==> config.mk <==
export PLATFORM = sky130hd
export DESIGN_NAME = ipx_power_xmap
export DESIGN_NICKNAME = d
export VERILOG_FILES = /design/src/ipx_power_xmap.v
export VERILOG_INCLUDE_DIRS = /design/src
export SDC_FILE = /design/constraint.sdc
export NUM_CORES = 1
export LEC_CHECK = 0
export BUFFER_PORTS_ARGS = -buffer_cell sky130_fd_sc_hd__buf_2
export CAP_MARGIN = 5
export CORE_MARGIN = 3
export CORE_UTILIZATION = 53
export DETAILED_ROUTE_END_ITERATION = 16
export PLACE_DENSITY_LB_ADDON = 0.1
export SYNTH_ARGS = -nofsm -noshare
export SYNTH_HDL_FRONTEND = slang
export SYNTH_SLANG_ARGS = --single-unit
==> constraint.sdc <==
create_clock -name MCLK -period 2.99 [get_ports MCLK]
set_input_delay 0.598 -clock MCLK [delete_from_list [all_inputs] [get_ports MCLK]]
set_output_delay 0.598 -clock MCLK [all_outputs]
set_load 0.02 [all_outputs]
==> src/ipx_map.vh <==
`ifndef IPX_MAP_VH
`define IPX_MAP_VH

// Special-function register address of the power control register
`define IPX_PWR_CTL_ADDR   8'h87
`define IPX_PWR_CTL_RESET  8'h00
`define IPX_BIT_HALT       0
`define IPX_BIT_SCR_LO     2
`define IPX_BIT_SCR_HI     3
`define IPX_BIT_DOUBLER    7

// External-data decode boundaries
`define IPX_IO_BASE        16'hFD80
`define IPX_DBUF_TOP       16'hFEEF
`define IPX_EP0_OUT_BASE   16'hFEF0
`define IPX_EP0_OUT_TOP    16'hFEF7
`define IPX_EP0_IN_BASE    16'hFEF8
`define IPX_EP0_IN_TOP     16'hFEFF
`define IPX_SETUP_BASE     16'hFF00
`define IPX_SETUP_TOP      16'hFF07
`define IPX_DESC_BASE      16'hFF08
`define IPX_RAM_TOP        16'hFF7F
`define IPX_MAPREG_BASE    16'hFF80
`define IPX_MAPREG_TOP     16'hFFFF

// Region codes
`define IPX_RGN_NONE       3'h0
`define IPX_RGN_DBUF       3'h1
`define IPX_RGN_EP0_OUT    3'h2
`define IPX_RGN_EP0_IN     3'h3
`define IPX_RGN_SETUP      3'h4
`define IPX_RGN_DESC       3'h5
`define IPX_RGN_MAPREG     3'h6

// Wake filter timing
`define IPX_WAKE_MIN_US    400
`define IPX_CLK_MHZ        125

`endif

==> src/ipx_power_xmap.v <==
`timescale 1ns/1ps
`default_nettype none
`include "ipx_map.vh"

// Operation
// - Halt flag resets to 0, firmware may set it, only wake logic clears.
// - Halt clears only after wake line held asserted continuously for 400 us.
// - While halted: core halted, RAM low power, oscillator/PLL off, watchdog frozen.
// - In suspend only the wake line ends idle and raises an interrupt.
// - Scratch flags bits 3..2 read/write, reset 00, no hardware effect.
// - Bit 7 read/write baud doubler, reset 0, doubles serial rate when set.
// - Addresses FD80..FFFF reserved for buffers, setup, descriptors and I/O.
// - Addresses FF80..FFFF decode to mapped registers, not RAM.
// - 512-byte shared RAM at FD80..FF7F holds descriptors and buffers.
// - Endpoint descriptor area decodes at FF08..FF7F.
// - Endpoint-0 input buffer FEF8..FEFF, output buffer FEF0..FEF7.
// - Watchdog frozen during idle, resumes from same count after wake.
module ipx_power_xmap #(
   parameter integer WAKE_CYCLES = `IPX_WAKE_MIN_US * `IPX_CLK_MHZ,
   parameter integer WAKE_WIDTH  = 16
) (
   input  wire        MCLK,
   input  wire        RSTN,
   input  wire [7:0]  SFR_ADDR,
   input  wire [7:0]  SFR_WDATA,
   input  wire        SFR_WR,
   output reg  [7:0]  SFR_RDATA,
   input  wire        WAKE_INTERRUPT_LINE_N,
   input  wire        SUSPEND,
   output wire        LOW_POWER_HALT_FLAG,
   output wire        CORE_HALT,
   output wire        RAM_LOW_POWER,
   output wire        OSC_PLL_OFF,
   output wire        WATCHDOG_FREEZE,
   output wire        SERIAL_RATE_DOUBLER,
   output reg         WAKE_INTERRUPT,
   input  wire [15:0] XADDR,
   output reg  [2:0]  XREGION,
   output reg  [8:0]  XRAM_INDEX,
   output reg         XRAM_SEL,
   output reg         XMMR_SEL,
   output reg  [6:0]  XMMR_INDEX
);

   // Cut to the counter width on purpose; the default count fits in 16 bits
   localparam integer          WAKE_LAST_FULL = WAKE_CYCLES - 1;
   localparam [WAKE_WIDTH-1:0] WAKE_LAST      = WAKE_LAST_FULL[WAKE_WIDTH-1:0];
   localparam integer          NUM_RGN        = 6;
   localparam [7:0]            RESET_VIEW     = `IPX_PWR_CTL_RESET;

   reg                   rst_meta;
   reg                   rst_sync;

   reg                   low_power_halt_flag;
   reg  [1:0]            scratch_flag_pair;
   reg                   serial_rate_doubler;
   reg  [WAKE_WIDTH-1:0] wake_count;

   reg                   next_halt;
   reg                   next_wake_irq;
   reg  [1:0]            next_scratch;
   reg                   next_doubler;
   reg  [WAKE_WIDTH-1:0] next_wake_count;
   reg  [7:0]            next_rdata;
   reg  [2:0]            next_region;
   reg                   next_ram_sel;
   reg                   next_mmr_sel;
   reg  [8:0]            next_ram_index;
   reg  [6:0]            next_mmr_index;

   wire                  pwr_ctl_wr;
   wire                  pwr_ctl_rd;
   wire [7:0]            pwr_ctl_view;
   wire                  wake_asserted;
   wire                  wake_done;
   wire [15:0]           ram_offset;
   wire [2:0]            region_now;
   wire [NUM_RGN:1]      rgn_hit;
   wire [15:0]           rgn_lo [1:NUM_RGN];
   wire [15:0]           rgn_hi [1:NUM_RGN];

   function [2:0] ipx_region;
      input [15:0] a;
      begin
         if (a >= `IPX_MAPREG_BASE)
            ipx_region = `IPX_RGN_MAPREG;
         else if (a >= `IPX_DESC_BASE)
            ipx_region = `IPX_RGN_DESC;
         else if (a >= `IPX_SETUP_BASE)
            ipx_region = `IPX_RGN_SETUP;
         else if (a >= `IPX_EP0_IN_BASE)
            ipx_region = `IPX_RGN_EP0_IN;
         else if (a >= `IPX_EP0_OUT_BASE)
            ipx_region = `IPX_RGN_EP0_OUT;
         else if (a >= `IPX_IO_BASE)
            ipx_region = `IPX_RGN_DBUF;
         else
            ipx_region = `IPX_RGN_NONE;
      end
   endfunction

   function ipx_in_range;
      input [15:0] a;
      input [15:0] lo;
      input [15:0] hi;
      begin
         ipx_in_range = (a >= lo) && (a <= hi);
      end
   endfunction

   // Reserved positions always read back as zero, whatever was written
   function [7:0] ipx_pwr_view;
      input       halt;
      input [1:0] scratch;
      input       doubler;
      begin
         ipx_pwr_view                                  = 8'h00;
         ipx_pwr_view[`IPX_BIT_HALT]                   = halt;
         ipx_pwr_view[`IPX_BIT_SCR_HI:`IPX_BIT_SCR_LO] = scratch;
         ipx_pwr_view[`IPX_BIT_DOUBLER]                = doubler;
      end
   endfunction

   always @(posedge MCLK or negedge RSTN) begin
      if (!RSTN) begin
         rst_meta <= 1'b0;
         rst_sync <= 1'b0;
      end else begin
         rst_meta <= 1'b1;
         rst_sync <= rst_meta;
      end
   end

   // One bound pair per region code, indexed by that code
   assign rgn_lo[1] = `IPX_IO_BASE;
   assign rgn_hi[1] = `IPX_DBUF_TOP;
   assign rgn_lo[2] = `IPX_EP0_OUT_BASE;
   assign rgn_hi[2] = `IPX_EP0_OUT_TOP;
   assign rgn_lo[3] = `IPX_EP0_IN_BASE;
   assign rgn_hi[3] = `IPX_EP0_IN_TOP;
   assign rgn_lo[4] = `IPX_SETUP_BASE;
   assign rgn_hi[4] = `IPX_SETUP_TOP;
   assign rgn_lo[5] = `IPX_DESC_BASE;
   assign rgn_hi[5] = `IPX_RAM_TOP;
   assign rgn_lo[6] = `IPX_MAPREG_BASE;
   assign rgn_hi[6] = `IPX_MAPREG_TOP;

   // Windows are disjoint, so at most one hit bit is set
   genvar g;
   generate
      for (g = 1; g <= NUM_RGN; g = g + 1) begin : g_rgn
         assign rgn_hit[g] = ipx_in_range(XADDR, rgn_lo[g], rgn_hi[g]);
      end
   endgenerate

   // Register port decode
   assign pwr_ctl_rd    = (SFR_ADDR == `IPX_PWR_CTL_ADDR);
   assign pwr_ctl_wr    = SFR_WR && pwr_ctl_rd;
   assign pwr_ctl_view  = ipx_pwr_view(low_power_halt_flag, scratch_flag_pair,
                                       serial_rate_doubler);
   assign wake_asserted = !WAKE_INTERRUPT_LINE_N;
   assign wake_done     = wake_asserted && (wake_count >= WAKE_LAST);
   assign ram_offset    = XADDR - `IPX_IO_BASE;
   assign region_now    = ipx_region(XADDR);

   // Counter restarts on any release, so only an unbroken pulse wakes
   always @* begin
      next_wake_count = wake_count;
      if (!low_power_halt_flag || !wake_asserted) begin
         next_wake_count = {WAKE_WIDTH{1'b0}};
      end else if (!wake_done) begin
         next_wake_count = wake_count + 1'b1;
      end
   end

   // Firmware can only raise the flag; a written zero leaves it alone
   always @* begin
      next_halt = low_power_halt_flag;
      if (low_power_halt_flag && wake_done) begin
         // Wake wins over a same-cycle firmware set attempt
         next_halt = 1'b0;
      end else if (pwr_ctl_wr && SFR_WDATA[`IPX_BIT_HALT]) begin
         next_halt = 1'b1;
      end
   end

   // One pulse per wake; the line is ignored while running
   always @* begin
      next_wake_irq = 1'b0;
      if (low_power_halt_flag && wake_done) begin
         next_wake_irq = 1'b1;
      end
   end

   // Scratch bits only store; nothing in hardware reads them
   always @* begin
      next_scratch = scratch_flag_pair;
      next_doubler = serial_rate_doubler;
      if (pwr_ctl_wr) begin
         next_scratch = SFR_WDATA[`IPX_BIT_SCR_HI:`IPX_BIT_SCR_LO];
         next_doubler = SFR_WDATA[`IPX_BIT_DOUBLER];
      end
   end

   // Only the power control address answers; every other address reads zero
   always @* begin
      next_rdata = 8'h00;
      if (pwr_ctl_rd) begin
         next_rdata = pwr_ctl_view;
      end
   end

   // Region code and selects land together, one cycle after the address
   always @* begin
      next_region    = region_now;
      next_mmr_sel   = rgn_hit[6];
      next_ram_sel   = |rgn_hit[5:1];
      next_ram_index = ram_offset[8:0];
      next_mmr_index = XADDR[6:0];
   end

   // State registers; all reset through the synchronised copy
   always @(posedge MCLK or negedge rst_sync) begin
      if (!rst_sync) begin
         wake_count <= {WAKE_WIDTH{1'b0}};
      end else begin
         wake_count <= next_wake_count;
      end
   end

   // Flag drives all the low-power outputs directly, with no extra delay
   always @(posedge MCLK or negedge rst_sync) begin
      if (!rst_sync) begin
         low_power_halt_flag <= RESET_VIEW[`IPX_BIT_HALT];
      end else begin
         low_power_halt_flag <= next_halt;
      end
   end

   always @(posedge MCLK or negedge rst_sync) begin
      if (!rst_sync) begin
         WAKE_INTERRUPT <= 1'b0;
      end else begin
         WAKE_INTERRUPT <= next_wake_irq;
      end
   end

   always @(posedge MCLK or negedge rst_sync) begin
      if (!rst_sync) begin
         scratch_flag_pair   <= RESET_VIEW[`IPX_BIT_SCR_HI:`IPX_BIT_SCR_LO];
         serial_rate_doubler <= RESET_VIEW[`IPX_BIT_DOUBLER];
      end else begin
         scratch_flag_pair   <= next_scratch;
         serial_rate_doubler <= next_doubler;
      end
   end

   // Registered so the core samples a settled value, at one cycle of latency
   always @(posedge MCLK or negedge rst_sync) begin
      if (!rst_sync) begin
         SFR_RDATA <= 8'h00;
      end else begin
         SFR_RDATA <= next_rdata;
      end
   end

   always @(posedge MCLK or negedge rst_sync) begin
      if (!rst_sync) begin
         XREGION  <= `IPX_RGN_NONE;
         XRAM_SEL <= 1'b0;
         XMMR_SEL <= 1'b0;
      end else begin
         XREGION  <= next_region;
         XRAM_SEL <= next_ram_sel;
         XMMR_SEL <= next_mmr_sel;
      end
   end

   // Indices pass through even outside their window; qualify with the selects
   always @(posedge MCLK or negedge rst_sync) begin
      if (!rst_sync) begin
         XRAM_INDEX <= 9'h000;
         XMMR_INDEX <= 7'h00;
      end else begin
         XRAM_INDEX <= next_ram_index;
         XMMR_INDEX <= next_mmr_index;
      end
   end

   // SUSPEND only documents that no other source exists here; wake path is the same
   assign LOW_POWER_HALT_FLAG = low_power_halt_flag;
   assign CORE_HALT           = low_power_halt_flag;
   assign RAM_LOW_POWER       = low_power_halt_flag;
   assign OSC_PLL_OFF         = low_power_halt_flag;
   assign WATCHDOG_FREEZE     = low_power_halt_flag;
   assign SERIAL_RATE_DOUBLER = serial_rate_doubler;

endmodule
`default_nettype wire

; Word-level counts from Yosys, hierarchy flattened
; Index checks and enable logic that the tools add are counted.
[word_totals]
word_cells = 57
register_bits = 52
inputBits = 37
out_inout_bits = 36
[classes]
order_cmp = 13
eq_ne = 2
muxes = 12
reduce_logical = 15
n_addsub = 2
[ops]
columns = op, n
row1 = >= comparator 16 bit (second input constant), 7
row2 = <= comparator 16 bit (second input constant), 6
row3 = two-way mux 16 bit, 2
row4 = adder 16 x 1 -> 16 bit (second input constant), 1
row5 = logical AND 1 bit, 10
row6 = two-way mux 3 bit, 3
row7 = subtractor 9 bit (second input constant), 1
row8 = equality test 8 bit (second input constant), 1
row9 = two-way mux 8 bit, 1
row10 = OR reduction 5 bit, 1
row11 = two-way mux 1 bit, 4
row12 = two-way mux 2 bit, 2
row13 = zero test 1 bit, 2
row14 = != test 2 x 1 -> 1 bit (second input constant), 1
row15 = nonzero test 2 bit, 1
row16 = logical OR 1 bit, 1

; Depth between registers and ports, before layout
; Gate-level depths: netlist (run 1).
[depth]
word_depth = 7
depth_mapped = 6
depth_no_buf = 6

; Least setup slack after synthesis (run 1)
; No wires, ideal clock.
[synth_path]
path_type = input port to flip-flop
start = input port XADDR[12]
end = register XRAM_SEL
setup_time_ps = 124
arrival_ps = 1591
path_slack_ps = 1275
n_path_buf = 0
stages = 5
required_time_ps = 2866
cell_sequence = and3_1 -> and4_1 -> and3_1 -> o211a_1 -> a211o_1
[synth_between]
elab_chain_len = 3
elab_cells_between_ends = 16
classes_between = order compare: 10 / reduce/logical: 6
[synth_rtl]
columns = element, line_no
row1 = "start, declared", ipx_power_xmap.v:37  ; input wire [15:0] XADDR,
row2 = >= comparator 16 bit / <= comparator 16 bit (equally long branches), ipx_power_xmap.v:107  ; ipx_in_range = (a >= lo) && (a <= hi);
row3 = logical AND 1 bit, ipx_power_xmap.v:107
row4 = OR reduction 5 bit *, ipx_power_xmap.v:217  ; next_ram_sel = |rgn_hit[5:1];
row5 = named net next_ram_sel, ipx_power_xmap.v:66  ; reg next_ram_sel;
row6 = "end signal, assigned", ipx_power_xmap.v:274  ; XRAM_SEL <= next_ram_sel;
row7 = "end, declared", ipx_power_xmap.v:40  ; output reg XRAM_SEL,
; The timed path passes the listed nets; every way through them passes the cells marked *.
; A chain may end at the register's enable or synchronous reset.

; Worst setup path in the final report (run 1)
[layout_path]
start = register wake_count[10]
end = register wake_count[11]
[layout_between]
elab_chain_len = 3
elab_cells_between_ends = 6
classes_between = add/sub: 1 / order compare: 1 / eq/ne: 1 / mux: 2 / reduce/logical: 1
[layout_rtl]
columns = element, line_no
row1 = "start, declared", ipx_power_xmap.v:57  ; reg [WAKE_WIDTH-1:0] wake_count;
row2 = "start signal, assigned", ipx_power_xmap.v:225  ; wake_count <= {WAKE_WIDTH{1'b0}};
row3 = "start signal, assigned", ipx_power_xmap.v:227  ; wake_count <= next_wake_count;
row4 = adder 16 x 1 -> 16 bit / >= comparator 16 bit (equally long branches), "ipx_power_xmap.v:172, ipx_power_xmap.v:162"
row5 = two-way mux 16 bit / logical AND 1 bit (equally long branches), "ipx_power_xmap.v:171, ipx_power_xmap.v:162"
row6 = two-way mux 16 bit / != test 2 x 1 -> 1 bit (equally long branches), --
; Several ways; a longest one is shown, not always the timed one. The select of a mux whose other input is x is not followed.

==> flow_metrics.env, run 1 <==
export IMPL_ys_top_cells_by_area="dfrtp_1 50%, buf_4 6.2%, xnor2_1 4.7%"
export IMPL_max_freq_ghz=0.560
export IMPL_drv_slew=0
export IMPL_worst_pin_slew_ns=1.02
export IMPL_coreArea_sq_um=3720
export IMPL_clkTransAtPathRegs_ns=0.07
export IMPL_hold_path_class="primary input to async pin"
export IMPL_met2_length_mm=1.77
export IMPL_clock_sinks=41
export IMPL_drt_iter0_drc=102
export IMPL_worstSetupPathType="register to register"
export IMPL_final_setup_viol_count=0
export IMPL_crit_top_cell="nor4_4"
export IMPL_cts_max_level=2
export IMPL_ant_nets=0
export IMPL_wl_met1_mm=1.75
export IMPL_wire_per_inst_um=12.8
export IMPL_critPathSlowestCell="dfrtp_1"
export IMPL_seq_area_frac_synth_pct=49.6
export IMPL_vias=1570
export IMPL_grt_max_degree=27
export IMPL_rr_endpoint="wake_count[11]"
export IMPL_grt_pass1_vias=1356
export IMPL_slew_headroom_pct=32.3
export IMPL_rows=22
export IMPL_fin_hold_ws_ns=0.0793
export IMPL_path_delay_family="simple AND/OR/NAND/NOR gates"
export IMPL_nets=290
export IMPL_ir_drop_v=0.000364
export IMPL_fp_dieArea_sq_um=4690
export IMPL_final_cell_area_sq_um=2410
export IMPL_netlist_area_sq_um=2070
export IMPL_synth_distinct_cells=45
export IMPL_syn_inst=194
export IMPL_cts_hold_buffers=0
export IMPL_gp_congestion=0.817
export IMPL_layout_drive_gt1_share_pct=33.6
export IMPL_post_place_ws_ns=1.02
export IMPL_worstSetupEndpointType="register"
export IMPL_dpl_hpwl_mm=2.83
export IMPL_post_route_drc_count=0
export IMPL_cts_tree="done"
export IMPL_antenna_found_initial=0
export IMPL_outcome="completed"
export IMPL_fin_cells=298
export IMPL_power_density_nw_per_um2=421
export IMPL_setup_worst_path_start="wake_count[10]"
export IMPL_cts_root_buf="clkbuf_8"
export IMPL_dpl_cell_area_sq_um=2330
export IMPL_ys_ff_latch=41
export IMPL_power_total_mw=1.02
export IMPL_maxCapViolCount=0
export IMPL_clockBufferDepth=2
export IMPL_area_growth_pct=16.5
export IMPL_critical_path_max_stage_delay_ns=0.47
export IMPL_die_h_um=68.5
export IMPL_yosysWarnings=0
export IMPL_numCtsBuffers=5
export IMPL_fin_crit_ns=1.79
export IMPL_start_util_pct=55.7
export IMPL_synth_top_area_cell="dfrtp_1"
export IMPL_fin_tns_setup_ns=0
export IMPL_synth_top_area_share_pct=49.6
export IMPL_filler_cell_count=328
export IMPL_critPathMaxFanout=8
export IMPL_cts_setup_buffers=0
export IMPL_rsz0062_at_grt="no"
export IMPL_crit_buf_inv=0
export IMPL_drt_pass1_iter_count=4
export IMPL_ctsResizeCount=0
export IMPL_arrival_ns=1.92
export IMPL_ff2ff_path_depth=5
export IMPL_timing_rr_start="wake_count[10]"
export IMPL_grt_usage_pct=18.0
export IMPL_hold_violations=0
export IMPL_port_buffers=63
export IMPL_grt_pass1_wl_mm=6.23
export IMPL_multi_input_area_sq_um=901
export IMPL_period_share_pct=59.7
export IMPL_avgSynthCellArea_sq_um=10.7
export IMPL_diodes=0
export IMPL_clock_latency_ns=0.29
export IMPL_gr_total_overflow=0
export IMPL_fp_dieW_um=68.5
export IMPL_fin_util_pct=64.9
export IMPL_worstPathRequired_ns=3.13
export IMPL_cp_start_kind="register"
export IMPL_topRoutingLayerUsed="met4"
export IMPL_wirelength_mm=3.83
export IMPL_clock_skew_ns=0.00586
export IMPL_layout_setup_ws_ns=1.20
export IMPL_power_leakage_nw=1.15
export IMPL_path_cells="nor4_4, nor2_2, nor4_4, a31o_1, a21oi_1"
export IMPL_wl_met3_um=272
export IMPL_regArea_sq_um=1030
export IMPL_dp_cells=290
export IMPL_post_drt_via_cell_ratio=5.27
export IMPL_ios=73
export IMPL_reg2reg_slack_ns=1.20
[placed cells by master (no fill, tap or decap), types with 2 or more instances in the layout]
cell / count
nand2b_1: 3
ha_1: 4
nor4_4: 2
inv_1: 5
nor4b_2: 2
nor2_1: 19
xnor2_1: 11
mux2_2: 3
nor4_1: 3
and2_1: 4
nand4_1: 5
buf_2: 63
nand3_1: 10
dfrtp_1: 41
clkinv_2: 2
a21oi_1: 4
nor3_1: 6
and3_1: 6
nand2_1: 10
clkbuf_8: 5
conb_1: 5
o21ai_0: 5
a41oi_1: 2
a31oi_1: 4
and4_1: 3
[cells in the mapped netlist (all sizes together)]
master,instances
o21ai,6
and2,4
conb,2
and3b,1
dfrtp,41
o221ai,1
nand4b,1
a211o,1
clkbuf,2
nand4,6
nand3b,1
xor2,1
ha,4
and3,6
nand2b,3
a2111oi,1
xnor2,11
inv,5
a41oi,2
nand3,10
nor2b,1
nor4b,2
a41o,1
o211ai,1
buf,17
a31oi,4
nor3,6
a21oi,4
o211a,1
a211oi,1
mux2,3
or3,1
nor2,20
o22ai,1
nor3b,1
nand2,10
and4,4
a31o,1
nor4,6
[worst max-delay path by stage]
stage	to	cells after the start
2_1_floorplan	XRAM_SEL	5
3_3_place_gp	XREGION[0]	6
3_5_place_dp	XREGION[0]	6
4_1_cts	wake_count[11]	5
5_1_grt	XREGION[0]	6
6_report	wake_count[11]	5
[layer usage]
metal / global-route usage [%] / vias up
met5: 0 / -
met3: 6.24 / 5
met2: 25.4 / 51
met4: 5.21 / 0
li1: - / 790
met1: 26.0 / 724
[cell families (layout without fill, tap and decap cells)]
logic type	after synthesis	count (layout)	share of synthesized area (%)
adder cells (fa/ha/maj)	4	4	2.42
XOR/XNOR	12	12	5.08
flip-flops	41	41	49.6
AO/OA/AOI/OAI	25	25	9.07
multiplexers	3	3	1.63
buffers and inverters	24	77	7.44
AND/OR/NAND/NOR	83	83	24.4
other	2	5	0.363
[state kept, by name, summed over array words and instances, names as in the netlist, 2 cells and up]
register           flops
wake_count            16
XMMR_INDEX             6
SFR_RDATA              4
XRAM_INDEX             3
XREGION                3
scratch_flag_pair      2
[worst register-to-register path, cell delays in order, from the launching register on]
cell     delay, ns
dfrtp_1       0.47
nor4_4        0.38
nor2_2        0.16
nor4_4        0.39
a31o_1        0.19
a21oi_1       0.05
[area by class of cell]
cell class | count | area share, %
clock inverter | 2 | 0.415
timing repair buffer | 64 | 13.4
multi-input combinational | 132 | 37.4
inverter | 5 | 0.778
sequential | 41 | 42.6
clock buffer | 6 | 3.01
tap | 48 | 2.49
[report_power, final]
group | switching (mW) | total, mW | internal, mW | leakage [nW]
Clock | 0.180 | 0.341 | 0.162 | 0.0450
Sequential | 0.0114 | 0.577 | 0.565 | 0.547
Combinational | 0.0617 | 0.0974 | 0.0358 | 0.562
(Power assumes the default switching activity.)
==> run 2, diff against run 1 <==
--- a/config.mk
+++ b/config.mk
@@ -9,7 +9,7 @@
 export BUFFER_PORTS_ARGS = -buffer_cell sky130_fd_sc_hd__buf_2
 export CAP_MARGIN = 5
 export CORE_MARGIN = 3
-export CORE_UTILIZATION = 53
+export CORE_UTILIZATION = 49
 export DETAILED_ROUTE_END_ITERATION = 16
 export PLACE_DENSITY_LB_ADDON = 0.1
 export SYNTH_ARGS = -nofsm -noshare
==> constraint.sdc (replaced) <==
create_clock -name MCLK -period 1.65 [get_ports MCLK]
set_input_delay 0.33 -clock MCLK [delete_from_list [all_inputs] [get_ports MCLK]]
set_output_delay 0.33 -clock MCLK [all_outputs]
set_load 0.02 [all_outputs]
==> run 2 against run 1 <==
  * Cell area is 14% higher
  * Setup slack worse by 1.3 ns
  * Highest routed layer unchanged
  * Critical path depth stayed put
  * Non-clock buffer count is 30 higher
  * Cell count is 10% higher
  * Die area is 7.4% higher
  * The flow now finishes with violations (setup timing)
  * Sequential share of layout area is 5.1 points lower
  * Global-route usage is 1.1 points lower
==> flow_metrics.env, run 2 (same netlist as run 1, synthesis figures left out) <==
export IMPL_outcome="finished with violations"
export IMPL_failed_checks="setup timing"
export IMPL_numCtsBuffers=5
export IMPL_post_drt_via_cell_ratio=5.13
export IMPL_drv_slew=0
export IMPL_worst_pin_slew_ns=0.494
export IMPL_worstSetupEndpointType="register"
export IMPL_drt_pass1_iter_count=4
export IMPL_arrival_ns=1.86
export IMPL_maxCapViolCount=0
export IMPL_rows=22
export IMPL_wirelength_mm=4.24
export IMPL_reg_top3="wake_count x16, XMMR_INDEX x6, SFR_RDATA x4"
export IMPL_grt_pass1_vias=1622
export IMPL_wire_per_inst_um=12.9
export IMPL_critical_path_max_stage_delay_ns=0.44
export IMPL_fin_tns_setup_ns=-0.133
export IMPL_max_freq_ghz=0.588
export IMPL_reg2reg_slack_ns=-0.05
export IMPL_layout_setup_ws_ns=-0.0505
export IMPL_crit_buf_inv=0
export IMPL_worstPathRequired_ns=1.81
export IMPL_diodes=0
export IMPL_ff2ff_path_depth=5
export IMPL_area_growth_pct=32.5
export IMPL_layout_drive_gt1_share_pct=45.4
export IMPL_period_share_pct=103
export IMPL_grt_max_degree=25
export IMPL_gp_congestion=0.820
export IMPL_ios=73
export IMPL_gr_total_overflow=0
export IMPL_regMostFlops="wake_count"
export IMPL_ir_drop_v=0.000709
export IMPL_final_setup_viol_count=5
export IMPL_power_density_nw_per_um2=750
export IMPL_largest_reg_flops=16
export IMPL_nets=320
export IMPL_cts_tree="done"
export IMPL_final_common_cell="buf_2"
export IMPL_drt_iter0_drc=71
export IMPL_antenna_found_initial=0
export IMPL_clock_latency_ns=0.29
export IMPL_clockBufferDepth=2
export IMPL_cts_max_level=2
export IMPL_cts_root_buf="clkbuf_8"
export IMPL_clock_skew_ns=0.00473
export IMPL_dpl_hpwl_mm=3.08
export IMPL_setup_worst_path_start="wake_count[7]"
export IMPL_fp_dieArea_sq_um=5040
export IMPL_grt_usage_pct=16.9
export IMPL_clkTransAtPathRegs_ns=0.07
export IMPL_coreArea_sq_um=3850
export IMPL_path_delay_family="simple AND/OR/NAND/NOR gates"
export IMPL_critPathMaxFanout=8
export IMPL_rsz0062_at_grt="yes"
export IMPL_regArea_sq_um=1030
export IMPL_clock_sinks=41
export IMPL_rr_endpoint="wake_count[11]"
export IMPL_timing_rr_start="wake_count[7]"
export IMPL_critPathSlowestCell="dfrtp_1"
export IMPL_slew_headroom_pct=66.2
export IMPL_post_place_ws_ns=-0.0351
export IMPL_hold_path_class="primary input to register"
export IMPL_path_cells="nor2_1, a211oi_4, nor4_4, a31o_1, a21oi_2"
export IMPL_endpoint="wake_count[11]"
export IMPL_cp_start_kind="register"
export IMPL_port_buffers=63
export IMPL_vias=1681
export IMPL_fin_crit_ns=1.70
export IMPL_grt_pass1_wl_mm=6.97
export IMPL_die_h_um=71.0
export IMPL_power_leakage_nw=1.32
export IMPL_cp_depth=5
export IMPL_filler_cell_count=300
export IMPL_hold_violations=0
export IMPL_ant_nets=0
export IMPL_post_route_drc_count=0
export IMPL_multi_input_area_sq_um=971
export IMPL_start_util_pct=53.7
export IMPL_final_cell_mix="63 x buf_2, 41 x dfrtp_1, 30 x buf_4, 18 x nor2_1, 11 x xnor2_1"
export IMPL_fp_dieW_um=71.0
export IMPL_worstSetupPathType="register to register"
## run 2: worst min-delay path by stage
stage                  start            end  depth (start not counted)
finish              XADDR[1]  XMMR_INDEX[1]                          1
global route        XADDR[1]  XMMR_INDEX[1]                          1
CTS                 XADDR[1]  XMMR_INDEX[1]                          1
detailed placement      RSTN       rst_sync                          1
global placement        RSTN       rst_meta                          1
floorplan               RSTN       rst_meta                          0
## run 2: per-layer routing
layer / GRT usage (%) / routed length (um)
met5: 0 / 0
met1: 23.3 / 1910
met2: 26.8 / 2070
met3: 3.55 / 223
met4: 5.22 / 42
## run 2: timing repair
| action | 4_1_cts | 5_1_grt |
|---|---|---|
| hold buffers | 1 | 0 |
| setup endpoints to repair | 2 | 12 |
| gates resized for setup | 1 | 15 |
| setup buffers | 0 | 5 |
| pin swaps | 1 | 6 |
| hold endpoints to repair | 2 | 0 |
## run 2: per-stage QoR
step / std cells / power, mW / cell area (sq um) / hold slack [ns] / util (%)
final: 328 / 2.06 / 2740 / 0.184 / 71.2
after global routing: 328 / 2.14 / 2740 / 0.180 / 71.2
after CTS: 323 / 2.08 / 2640 / 0.180 / 68.4
after detailed placement: 314 / 1.26 / 2510 / 0.120 / 65.1
after global placement: 314 / 1.26 / 2510 / 0.116 / 65.1
after floorplan: 197 / 1.18 / 2080 / 0.0344 / -
## run 2: power breakdown
group	internal [mW]	total (mW)	switching, mW
clock	0.493	0.820	0.327
sequential	1.03	1.03	0.00986
combinational	0.0787	0.203	0.125
total	1.60	2.06	0.461
## run 2: final cells by class
type | count | share of cell area [%]
clock buffers | 7 | 3.15
clock inverters | 1 | 1.09
inverters | 5 | 0.684
multi-input cells | 132 | 35.4
flip-flops and latches | 41 | 37.4
well taps | 48 | 2.19
repair buffers | 94 | 20.1
==> run 3, diff against run 2 <==
--- a/config.mk
+++ b/config.mk
@@ -12,6 +12,7 @@
 export CORE_UTILIZATION = 49
 export DETAILED_ROUTE_END_ITERATION = 16
 export PLACE_DENSITY_LB_ADDON = 0.1
+export RECOVER_POWER = 25
 export SYNTH_ARGS = -nofsm -noshare
 export SYNTH_HDL_FRONTEND = slang
 export SYNTH_SLANG_ARGS = --single-unit
==> run 3 against run 2 <==
  * The flow still finishes with violations (setup timing)
  * Sequential cell count unchanged
  * Power down 0.17%
  * Largest cell class unchanged
  * Sequential share of layout area up 0.19 points
  * Global-route usage unchanged
  * Via count about the same
  * Maximum frequency unchanged
==> flow_metrics.env, run 3 (same netlist as run 1, synthesis figures left out) <==
export IMPL_post_place_ws_ns=-0.0351
export IMPL_gp_congestion=0.820
export IMPL_antenna_found_initial=0
export IMPL_power_leakage_nw=1.30
export IMPL_maxCapViolCount=0
export IMPL_cts_max_level=2
export IMPL_ir_drop_v=0.000710
export IMPL_multi_input_area_sq_um=971
export IMPL_clock_sinks=41
export IMPL_reg2reg_slack_ns=-0.05
export IMPL_clkTransAtPathRegs_ns=0.07
export IMPL_rows=22
export IMPL_die_h_um=71.0
export IMPL_fin_util_pct=70.8
export IMPL_clock_skew_ns=0.00492
export IMPL_vias=1682
export IMPL_grt_pass1_wl_mm=6.97
export IMPL_reg_top3="wake_count x16, XMMR_INDEX x6, SFR_RDATA x4"
export IMPL_numCtsBuffers=5
export IMPL_gr_total_overflow=0
export IMPL_ios=73
export IMPL_fp_dieW_um=71.0
export IMPL_period_share_pct=103
export IMPL_outcome="finished with violations"
export IMPL_dpl_hpwl_mm=3.08
export IMPL_worst_pin_slew_ns=0.770
export IMPL_ant_nets=0
export IMPL_start_util_pct=53.7
export IMPL_post_drt_via_cell_ratio=5.13
export IMPL_drv_slew=0
export IMPL_power_total_mw=2.05
export IMPL_worstSetupPathType="register to register"
export IMPL_timing_rr_start="wake_count[7]"
export IMPL_fin_crit_ns=1.70
export IMPL_fin_hold_ws_ns=0.197
export IMPL_filler_cell_count=308
export IMPL_hold_path_class="primary input to register"
export IMPL_drt_iter0_drc=72
export IMPL_cts_tree="done"
export IMPL_clock_latency_ns=0.29
export IMPL_fp_dieArea_sq_um=5040
export IMPL_hold_violations=0
export IMPL_power_density_nw_per_um2=753
export IMPL_largest_reg_flops=16
export IMPL_nets=320
export IMPL_layout_setup_ws_ns=-0.0505
export IMPL_drt_pass1_iter_count=4
export IMPL_min_delay_start="XADDR[1]"
export IMPL_worstPathRequired_ns=1.81
export IMPL_failed_checks="setup timing"
export IMPL_critPathMaxFanout=8
export IMPL_regMostFlops="wake_count"
export IMPL_cts_root_buf="clkbuf_8"
export IMPL_grt_usage_pct=16.9
export IMPL_grt_pass1_vias=1622
export IMPL_port_buffers=63
export IMPL_wirelength_mm=4.25
export IMPL_final_cell_mix="55 x buf_2, 41 x dfrtp_1, 29 x buf_4, 18 x nor2_1, 11 x xnor2_1"
export IMPL_clockBufferDepth=2
export IMPL_post_route_drc_count=0
export IMPL_arrival_ns=1.86
export IMPL_wire_per_inst_um=13.0
export IMPL_setup_worst_path_start="wake_count[7]"
export IMPL_cp_start_kind="register"
export IMPL_max_freq_ghz=0.588
export IMPL_worstSetupEndpointType="register"
export IMPL_final_common_cell="buf_2"
export IMPL_area_growth_pct=31.9
export IMPL_grt_max_degree=25
export IMPL_coreArea_sq_um=3850
export IMPL_diodes=0
export IMPL_rsz0062_at_grt="yes"
export IMPL_slew_headroom_pct=48.6
export IMPL_layout_drive_gt1_share_pct=42.1
export IMPL_final_setup_viol_count=5
export IMPL_regArea_sq_um=1030
-- run 3: cell types whose count changed in the layout (fill, tap and decap cells not counted) --
cell,before,now
buf_4,30,29
buf_2,63,55
clkbuf_1,1,10
-- run 3: per-stage QoR --
step / cells / instance area (sq um) / TNS [ns]
finish: 328 / 2730 / -0.133
floorplan: 197 / 2080 / 0
CTS: 323 / 2640 / -0.00272
detailed placement: 314 / 2510 / -0.0404
global placement: 314 / 2510 / -0.0209
global route: 328 / 2730 / -0.891
-- run 3: power breakdown --
part	total, mW	switching, mW	internal (mW)
clock network	0.820	0.327	0.493
registers	1.03	0.00981	1.03
logic	0.200	0.125	0.0748
total	2.05	0.462	1.59
-- run 3: path summary, 6_finish.rpt --
check	to	cells after the start
max	wake_count[11]	5
min	XMMR_INDEX[1]	1
max reg2reg	wake_count[11]	5
min reg2reg	wake_count[2]	1
max in group asynchronous	WAKE_INTERRUPT	1
min in group asynchronous	wake_count[2]	1
-- run 3: worst max-delay path: stages, from the launching register on --
cell and delay [ns]:
dfrtp_1 0.44, nor2_1 0.34, a211oi_4 0.12, nor4_4 0.41, a31o_1 0.22, a21oi_2 0.05
-- run 3: cell type report --
type                    instances  area share [%]
well taps                      48            2.20
inverters                       5           0.688
multi-input cells             132            35.6
clock inverters                 1            1.10
repair buffers                 94            19.7
clock buffers                   7            3.16
flip-flops and latches         41            37.6
-- run 3: what timing repair did --
item / in CTS / in global routing
setup buffers: 0 / 5
hold buffers: 1 / 0
resized for setup: 1 / 15
hold endpoints to repair: 2 / 0
pin swaps: 1 / 6
setup endpoints to repair: 2 / 12
-- run 3: per-layer routing --
layer	share of wire, %	track usage [%]
met1	45	23.3
met2	49	26.8
met3	5.4	3.55
met4	0.99	5.22
met5	0	0
